### config.mk
export PLATFORM = sky130hd
export DESIGN_NAME = hbp_host_port
export DESIGN_NICKNAME = d
export VERILOG_FILES = /design/src/shared/hbp_pkg.sv /design/src/shared/hbp_pin_if.sv /design/src/core/hbp_pin_sync.sv /design/src/core/hbp_host_port.sv
export SDC_FILE = /design/constraint.sdc
export NUM_CORES = 1
export LEC_CHECK = 0
export BUFFER_PORTS_ARGS = -buffer_cell sky130_fd_sc_hd__buf_4
export CAP_MARGIN = 20
export CORE_MARGIN = 2
export CORE_UTILIZATION = 50
export DETAILED_ROUTE_END_ITERATION = 6
export PLACE_DENSITY = 0.84
export SKIP_LAST_GASP = 1
export SYNTH_ARGS = -nofsm -noshare
export SYNTH_HDL_FRONTEND = slang
export SYNTH_HIERARCHICAL = 1
export SYNTH_SLANG_ARGS = --single-unit
### constraint.sdc
create_clock -name sys_clk -period 2.8 [get_ports sys_clk]
set_clock_uncertainty 0.15 [all_clocks]
set_input_delay 0.7 -clock sys_clk [delete_from_list [all_inputs] [get_ports sys_clk]]
set_output_delay 0.7 -clock sys_clk [all_outputs]
set_load 0.005 [all_outputs]
### src/shared/hbp_pkg.sv
/*
 Constants and types for the host parallel bus port: register map size,
 interrupt source layout, reset values and handshake timing.
 Assumes one 25 MHz system clock and a synchronous active-high reset.
*/
package hbp_pkg;
   localparam int unsigned HBP_ADDR_W      = 8;
   localparam int unsigned HBP_DATA_W      = 8;
   localparam int unsigned HBP_NUM_REGS    = 16;
   localparam int unsigned HBP_SRC_W       = 8;
   // Command register space, offsets 0x00..0x0D are plain read/write
   localparam logic [7:0]  HBP_OFS_IRQ_EN  = 8'h0E;
   localparam logic [7:0]  HBP_OFS_IRQ_SRC = 8'h0F;
   localparam logic [7:0]  HBP_CMD_RESET   = 8'h00;
   localparam logic [7:0]  HBP_EN_RESET    = 8'h00;
   localparam logic [7:0]  HBP_DATA_IDLE   = 8'h00;
   // Extra cycles spent in DONE before ready goes low, so read data is out first
   localparam int unsigned HBP_SYNC_STAGES = 3;
   localparam logic [1:0]  HBP_RDY_LAT     = 2'h1;

   typedef enum logic [3:0] {
      HBP_IDLE   = 4'b0001,
      HBP_ACCESS = 4'b0010,
      HBP_DONE   = 4'b0100,
      HBP_WAIT   = 4'b1000
   } hbp_state_t;

   function automatic logic hbp_reg_hit(input logic [7:0] addr);
      return addr < HBP_NUM_REGS[7:0];
   endfunction : hbp_reg_hit
endpackage : hbp_pkg

### src/shared/hbp_pin_if.sv
/*
 Interface carrying the synchronised host strobes between the pin
 synchroniser and the bus port core. Assumes one clock domain.
*/
`timescale 1ns/1ps
interface hbp_pin_if;
   logic cs_n;
   logic rd_n;
   logic wr_n;
   logic rst_n;
   modport sync (output cs_n, output rd_n, output wr_n, output rst_n);
   modport core (input cs_n, input rd_n, input wr_n, input rst_n);
endinterface : hbp_pin_if

### src/core/hbp_pin_sync.sv
/*
 Three-stage synchroniser for the asynchronous host control pins.
 A level change is accepted once the second and third stages agree;
 the first stage feeds only the second. Assumes sys_clk at 25 MHz.
*/
`timescale 1ns/1ps
module hbp_pin_sync
   import hbp_pkg::*;
(
   input  wire logic  sys_clk,
   input  wire logic  sys_rst,
   input  wire logic  cs_n_pin,
   input  wire logic  rd_n_pin,
   input  wire logic  wr_n_pin,
   input  wire logic  rst_n_pin,
   hbp_pin_if.sync    pins
);
   logic [3:0] stage1;
   logic [3:0] stage2;
   logic [3:0] stage3;
   logic [3:0] agreed;

   always_ff @(posedge sys_clk) begin
      if (sys_rst) begin
         stage1 <= 4'hF;
         stage2 <= 4'hF;
         stage3 <= 4'hF;
      end else begin
         stage1 <= {rst_n_pin, wr_n_pin, rd_n_pin, cs_n_pin};
         stage2 <= stage1;
         stage3 <= stage2;
      end
   end

   // Hold the last agreed level while stages two and three disagree
   always_ff @(posedge sys_clk) begin
      if (sys_rst) begin
         agreed <= 4'hF;
      end else begin
         for (int i = 0; i < 4; i++) begin
            if (stage2[i] == stage3[i]) begin
               agreed[i] <= stage3[i];
            end
         end
      end
   end

   assign pins.cs_n  = agreed[0];
   assign pins.rd_n  = agreed[1];
   assign pins.wr_n  = agreed[2];
   assign pins.rst_n = agreed[3];
endmodule : hbp_pin_sync

### src/core/hbp_host_port.sv
/*
 Host parallel bus port: eight-bit address, bidirectional data with
 separate in/out/enable, active-low strobes, ready handshake, interrupt
 with read-to-clear sources, and reset pin that restores command registers.
 Assumes the host holds address and write data stable while a strobe is low
 and keeps the strobe low until ready is seen.
*/
`timescale 1ns/1ps

// Overview of operation
// - Eight address lines choose the register each read or write targets.
// - Eight data lines carry write data in and read data out.
// - Interrupt output rests high while no enabled source is pending.
// - An enabled source that occurs pulls the interrupt output low.
// - Reading the source register clears its flags; interrupt rises unless others pend.
// - A low pulse on the reset pin restores all command registers.
// - Chip select low with a read or write strobe low starts an access; high means the bus is idle.
// - Write strobe stores data into the addressed register.
// - Read strobe places the addressed register contents on the data bus.
// - Ready goes low when the access completes; host waits for it.
module hbp_host_port
   import hbp_pkg::*;
(
   input  wire logic                  sys_clk,
   input  wire logic                  sys_rst,
   input  wire logic [HBP_ADDR_W-1:0] addr,
   input  wire logic [HBP_DATA_W-1:0] data_in,
   output logic      [HBP_DATA_W-1:0] data_out,
   output logic                       data_oe,
   input  wire logic                  cs_n,
   input  wire logic                  rd_n,
   input  wire logic                  wr_n,
   output logic                       rdy_n,
   output logic                       int_n,
   input  wire logic                  reset_n,
   input  wire logic [HBP_SRC_W-1:0]  irq_event,
   output logic [HBP_NUM_REGS*HBP_DATA_W-1:0] cmd_regs
);
   hbp_pin_if  pins ();
   hbp_state_t state;
   hbp_state_t next_state;
   logic [HBP_DATA_W-1:0] regs [HBP_NUM_REGS];
   logic [HBP_SRC_W-1:0]  irq_en;
   logic [HBP_SRC_W-1:0]  irq_src;
   logic [HBP_ADDR_W-1:0] addr_q [HBP_SYNC_STAGES];
   logic [HBP_DATA_W-1:0] data_q [HBP_SYNC_STAGES];
   logic [HBP_SRC_W-1:0]  event_q [HBP_SYNC_STAGES];
   logic                  dev_rst;
   logic                  is_read;
   logic                  src_clear;
   logic [1:0]            rdy_cnt;

   hbp_pin_sync u_sync (
      .sys_clk   (sys_clk),
      .sys_rst   (sys_rst),
      .cs_n_pin  (cs_n),
      .rd_n_pin  (rd_n),
      .wr_n_pin  (wr_n),
      .rst_n_pin (reset_n),
      .pins      (pins.sync)
   );

   // Address, data and event lines come from outside; same three-stage treatment
   // Only the last stage is read; the host holds these steady before any strobe
   always_ff @(posedge sys_clk) begin
      if (sys_rst) begin
         for (int i = 0; i < HBP_SYNC_STAGES; i++) begin
            addr_q[i]  <= 8'h00;
            data_q[i]  <= 8'h00;
            event_q[i] <= 8'h00;
         end
      end else begin
         addr_q[0]  <= addr;
         data_q[0]  <= data_in;
         event_q[0] <= irq_event;
         for (int i = 1; i < HBP_SYNC_STAGES; i++) begin
            addr_q[i]  <= addr_q[i-1];
            data_q[i]  <= data_q[i-1];
            event_q[i] <= event_q[i-1];
         end
      end
   end

   // The pad pull-up keeps an undriven pin high; the synchroniser also resets high,
   // so no device reset fires by itself once the system reset is released
   assign dev_rst = sys_rst | ~pins.rst_n;

   // Access sequencer
   always_comb begin
      next_state = state;
      unique case (state)
         HBP_IDLE: begin
            if (!pins.cs_n && (!pins.rd_n || !pins.wr_n)) begin
               next_state = HBP_ACCESS;
            end
         end
         HBP_ACCESS: next_state = HBP_DONE;
         HBP_DONE: begin
            if (rdy_cnt == 2'h0) begin
               next_state = HBP_WAIT;
            end
         end
         HBP_WAIT: begin
            // Either a deselect or the release of both strobes ends the access
            if (pins.cs_n || (pins.rd_n && pins.wr_n)) begin
               next_state = HBP_IDLE;
            end
         end
      endcase
   end

   always_ff @(posedge sys_clk) begin
      if (sys_rst) begin
         state <= HBP_IDLE;
      end else begin
         state <= next_state;
      end
   end

   // Direction is captured while idle; a strobe swap in mid-access is ignored
   always_ff @(posedge sys_clk) begin
      if (sys_rst) begin
         is_read <= 1'b0;
      end else if (state == HBP_IDLE) begin
         is_read <= ~pins.rd_n;
      end
   end

   // Reloaded while idle so every access waits the same number of cycles
   always_ff @(posedge sys_clk) begin
      if (sys_rst || state == HBP_IDLE) begin
         rdy_cnt <= HBP_RDY_LAT;
      end else if (state == HBP_DONE && rdy_cnt != 2'h0) begin
         rdy_cnt <= rdy_cnt - 2'h1;
      end
   end

   // Command registers and interrupt enable
   // Writes to the source register or past the map are dropped
   always_ff @(posedge sys_clk) begin
      if (dev_rst) begin
         for (int i = 0; i < HBP_NUM_REGS; i++) begin
            regs[i] <= HBP_CMD_RESET;
         end
         irq_en <= HBP_EN_RESET;
      end else if (state == HBP_ACCESS && !is_read) begin
         if (addr_q[2] == HBP_OFS_IRQ_EN) begin
            irq_en <= data_q[2];
         end else if (hbp_reg_hit(addr_q[2]) && addr_q[2] != HBP_OFS_IRQ_SRC) begin
            regs[addr_q[2][3:0]] <= data_q[2];
         end
      end
   end

   // The enable and source slots show those flops, so the whole map is visible
   always_comb begin
      for (int i = 0; i < HBP_NUM_REGS; i++) begin
         cmd_regs[i*HBP_DATA_W +: HBP_DATA_W] = regs[i];
      end
      cmd_regs[HBP_OFS_IRQ_EN*HBP_DATA_W +: HBP_DATA_W]  = irq_en;
      cmd_regs[HBP_OFS_IRQ_SRC*HBP_DATA_W +: HBP_DATA_W] = irq_src;
   end

   // Source flags; an event in the clearing cycle survives the clear
   assign src_clear = state == HBP_ACCESS && is_read && addr_q[2] == HBP_OFS_IRQ_SRC;
   always_ff @(posedge sys_clk) begin
      if (dev_rst) begin
         irq_src <= 8'h00;
      end else if (src_clear) begin
         irq_src <= event_q[2] & irq_en;
      end else begin
         irq_src <= irq_src | (event_q[2] & irq_en);
      end
   end

   // Follows the flags one edge later; clearing an enable also releases the pin
   always_ff @(posedge sys_clk) begin
      if (dev_rst) begin
         int_n <= 1'b1;
      end else begin
         int_n <= ~|(irq_src & irq_en);
      end
   end

   // Read data is latched once, so a late source clear never disturbs it
   always_ff @(posedge sys_clk) begin
      if (dev_rst) begin
         data_out <= HBP_DATA_IDLE;
      end else if (state == HBP_ACCESS && is_read) begin
         if (addr_q[2] == HBP_OFS_IRQ_EN) begin
            data_out <= irq_en;
         end else if (addr_q[2] == HBP_OFS_IRQ_SRC) begin
            data_out <= irq_src;
         end else if (hbp_reg_hit(addr_q[2])) begin
            data_out <= regs[addr_q[2][3:0]];
         end else begin
            data_out <= HBP_DATA_IDLE;
         end
      end
   end

   // Follows the synchronised strobes, so the bus is let go a few cycles after
   // the host releases; a host must allow for that turnaround
   always_ff @(posedge sys_clk) begin
      if (sys_rst) begin
         data_oe <= 1'b0;
      end else begin
         data_oe <= ~pins.cs_n & ~pins.rd_n & is_read & (state != HBP_IDLE);
      end
   end

   // Decided from next_state so ready changes on the edge the state moves
   always_ff @(posedge sys_clk) begin
      if (sys_rst) begin
         rdy_n <= 1'b1;
      end else begin
         rdy_n <= ~(next_state == HBP_WAIT);
      end
   end
endmodule : hbp_host_port

Word level (Yosys, flattened, before mapping)
Memory sizes are Yosys's and may differ from the RTL's.
Index checks and enable logic that the tools add are counted.

word-level totals
  memories kept = 4
  register bits = 50
  bits in writable memories = 200

cells by class
  reductions and logical operators = 20
  bitwise logic cells = 20
  equality and inequality tests = 13
  $lt $le $gt $ge = 1
  add/sub/neg operators = 1
  multiplexer cells = 30

memory list
  name     words  width  rd ports  clocked after memory_dff  write ports  RTL line             text
  regs     16     8      15        0                         16           hbp_host_port.sv:42  logic [HBP_DATA_W-1:0] regs [HBP_NUM_REGS];
  addr_q   3      8      3         0                         3            hbp_host_port.sv:45  logic [HBP_ADDR_W-1:0] addr_q [HBP_SYNC_STAGES];
  data_q   3      8      3         0                         3            hbp_host_port.sv:46  logic [HBP_DATA_W-1:0] data_q [HBP_SYNC_STAGES];
  event_q  3      8      3         0                         3            hbp_host_port.sv:47  logic [HBP_SRC_W-1:0] event_q [HBP_SYNC_STAGES];

operators with widths
  operator              number
  $mux W8               14
  $and A8 B8 Y8         2
  $eq A8 B4 Y1 const B  2
  $mux W4               4
  $pmux W4 S4           1
  $reduce_or A8 Y1      2
  $mux W1               11
  $or A1 B1 Y1          10
  $eq A4 B4 Y1 const B  2
  $lt A8 B5 Y1 const B  1
  $ne A8 B4 Y1 const B  1
  $or A8 B8 Y8          1
  $logic_and A1 B1 Y1   7
  $logic_not A1 Y1      5
  $eq A1 B1 Y1          4
  $eq A4 B1 Y1 const B  1
  $eq A4 B2 Y1 const B  1
  $eq A4 B3 Y1 const B  1
  $ne A4 B1 Y1 const B  1
  $not A1 Y1            4
  $and A1 B1 Y1         3
  $logic_or A1 B1 Y1    3
  $logic_not A2 Y1      1
  $reduce_and A2 Y1     1
  2 further kinds       2

Logic depth before layout (Yosys ltp)
  depth after elaboration = 9
  depth in mapped cells = 7

Cells and area by module
Netlist, hierarchy kept.

by module, submodules not included
  module         cells each  area each (um2)  times used
  hbp_host_port  731         9,195.1          1
  hbp_pin_sync   41          471.7            1

Least setup slack after synthesis
Ideal clock, no wire load.

  path kind = input to register
  from = input port sys_rst
  to = memory regs[2][0] (enable)
  setup slack = -0.061 ns
  data arrival time = 2.327 ns
  stages on the path = 6
  setup time = 0.384 ns
  buffers on the path = 2
  cells stage by stage = clkbuf_1 nor2b_1 clkbuf_1 and3_1 nand3b_2 o21ai_0

RTL lines
  item         RTL line             text
  from (decl)  hbp_host_port.sv:25  input wire logic sys_rst,
  to (decl)    hbp_host_port.sv:42

==> impl_metrics.toml <==
[critical_path]
rr_endpoint = "regs[5][6]"
cp_max_fo = 9
arrival_ns = 2.61
reg2reg_slack_ns = 0.28
endpoint_kind = "flip-flop"
ff2ff_path_depth = 5
start_kind = "flip-flop"
crit_type = "reg2reg"
r2r-start = "addr_q[0][21]"
crit_required_ns = 2.88

[sta]
min_period_over_period = 0.901
clock.fmax_mhz = 396
worst_pin_slew_ns = 0.845
setup_tns_ns = 0
rsz0062_at_grt = "no"
finalSetupViolCount = 0
finalHoldViolCount = 0
finalCriticalPeriod_ns = 2.52
slew_violations = 0
slew_headroom = 0.437

[placed_design]
place_area_um2 = 11400
dp_hpwl_um = 17000
place.gp.congestion = 0.883
io_buffers = 168

[floorplan]
die_w_um = 143
io_pins = 169
core_region_area_um2 = 18800
die_height_um = 143
initial_core_util = 0.513
num_rows = 50
die_area_um2 = 20500

[synth]
synth_area_leaders = "edfxtp_1 40%, dfxtp_1 25%, mux4_2 6.1%, nor2b_1 5.1%, nor2_1 5.0%"
async_flop_share = 0
synth_cell_type_count = 55
synth_top_cell_by_area = "edfxtp_1"
synthCells = 772
synth-edff-count = 128
synth_seq_area_share = 0.650
yosysTopAreaCellShare = 0.398
yosys_warnings = 6
postSynthAreaPerCell_um2 = 12.5
netlist_area_um2 = 9670
ys.flop_type = "edfxtp_1"
ys_seq_elements = 250

[grt]
track_usage = 0.236
grt_max_degree = 97
grt_pass1_vias = 6666
antenna_found_initial = 0
grt_pass1_wl_um = 36800
grt-ovfl-total = 0

[clock_network]
cts.sinks = 250
ctsHoldBuffers = 0
clock_path_buffers = 3
clk_pin_slew_ns = 0.06
cts_tree = "yes"
clk_latency_ns = 0.52
post-cts-setup-buffer-count = 0
numCtsBuffers = 24
cts_resized = 0
h-tree-depth = 1
ctsRootBufferMaster = "clkbuf_16"

[route]
first_pass_iters = 5
drc = 0
dr_total_vias = 6939
wirelength_um = 24700
wl_per_cell_um = 19.9
drtIter0Drc = 862
avgViaCountPerCell = 5.59
ant_nets = 0

[finish]
fin_util = 0.652
antenna_cells = 0
seqCellArea_um2 = 6290
layout_common_cells = "198 x buf_4, 128 x nor2_1, 128 x edfxtp_1, 121 x dfxtp_1, 79 x nor2b_1"
areaGrowthSynthToFinish_pct = 27.1
layout-drive-gt1-share = 0.288
layout.nets = 995
multiInputGateArea_um2 = 3200
postLayoutCellArea_um2 = 12300
final_common_cell = "buf_4"
n_fill_cell = 1377

[power]
leakage_nw = 4.67
peakVddDrop_mv = 0.409
finalPower_mw = 8.11
powerDensity_nw_per_um2 = 660

[worst_hold_path]
hold_start = "wr_n"
hp-class = "in2reg"
hold_depth = 2
whs_endpoint = "u_sync/stage1[2]"

[run]
drv_cap = 0

[run_status]
outcome = "completed"
## registers in the layout (all words and copies together), names as in the netlist, 2 cells and up
register and flops:
data_q 24, u_sync/stage2 4, addr_q 24, u_sync/stage3 4
u_sync/agreed 4, data_out 8, event_q 24, regs 128
u_sync/stage1 4, irq_en 8, state 4, rdy_cnt 2
irq_src 8
## metal layers
layer  GRT usage  wire (µm)
met1       0.301       9220
met2       0.391      12100
met3      0.0453       2320
met4       0.110       1100
met5           0          0
## per-stage QoR
| stage | hold slack, ns | cells | setup WS [ns] |
|---|---|---|---|
| finish | 0.227 | 1242 | 0.278 |
| global route | 0.216 | 1242 | 0.152 |
| CTS | 0.212 | 1242 | 0.311 |
| global placement | 0.235 | 1198 | 0.313 |
| floorplan | 0.233 | 787 | -0.0612 |
| detailed placement | 0.243 | 1198 | 0.225 |
## report_power, final
part           internal, mW  total [mW]  switching (mW)  leakage (nW)
combinational         0.199       0.391           0.192          1.91
sequential             3.96        4.03          0.0692          2.31
clock                  2.33        3.69            1.36         0.441
## logic make-up after synthesis
group | Yosys count | share of synthesized area
compound gates | 97 | 0.0669
xor+xnor | 2 | 0.00181
fa+ha+maj | 1 | 0.00129
buf+inv | 56 | 0.0249
flops | 250 | 0.650
mux | 50 | 0.0862
other cells | 1 | 0.000388
simple gates | 315 | 0.168
## cells in the mapped netlist (2+ instances only)
library cell,count
a21oi_1,23
and4b_1,2
o21ai_0,24
nor3b_1,2
mux2_2,6
and2_1,17
buf_1,2
edfxtp_1,128
nand2_1,30
clkbuf_1,34
a22oi_1,12
nand2b_1,7
o32a_1,3
inv_1,6
a222oi_1,3
or2_1,12
o21bai_1,5
a22o_1,12
a211oi_1,5
and3_1,6
nor4_1,5
buf_4,3
buf_2,9
nor4b_1,3
a211o_1,3
nor2_1,128
or2_2,3
nor2b_1,79
o22ai_1,3
nor3_1,7
dfxtp_1,122
mux4_2,26
mux2i_1,18
or3_1,2
or4_1,2
## worst max-delay path, cell delays in order (launching register included)
cell     delay [ns]
dfxtp_1        0.31
or4_1          0.62
nor3b_4        0.37
nand2_1        0.31
o21ai_0        0.27
buf_4          0.22
## worst max path at each step
| stage | from | to | slack (ns) |
|---|---|---|---|
| 3_5_place_dp | sys_rst | regs[5][2] | 0.23 |
| 2_1_floorplan | sys_rst | regs[2][0] | -0.06 |
| 5_1_grt | state[1] | regs[5][4] | 0.15 |
| 4_1_cts | addr_q[0][21] | regs[5][4] | 0.31 |
| 6_report | addr_q[0][21] | regs[5][6] | 0.28 |
| 3_3_place_gp | sys_rst | regs[9][7] | 0.31 |
## area by class of cell
cell class / count / area share
Clock buffer: 30 / 0.0541
Inverter: 7 / 0.00214
Clock inverter: 14 / 0.0209
Sequential cell: 250 / 0.512
Timing Repair Buffer: 200 / 0.124
Tap cell: 260 / 0.0265
Multi-Input combinational cell: 481 / 0.260
Power figures use the tool's default switching activity.
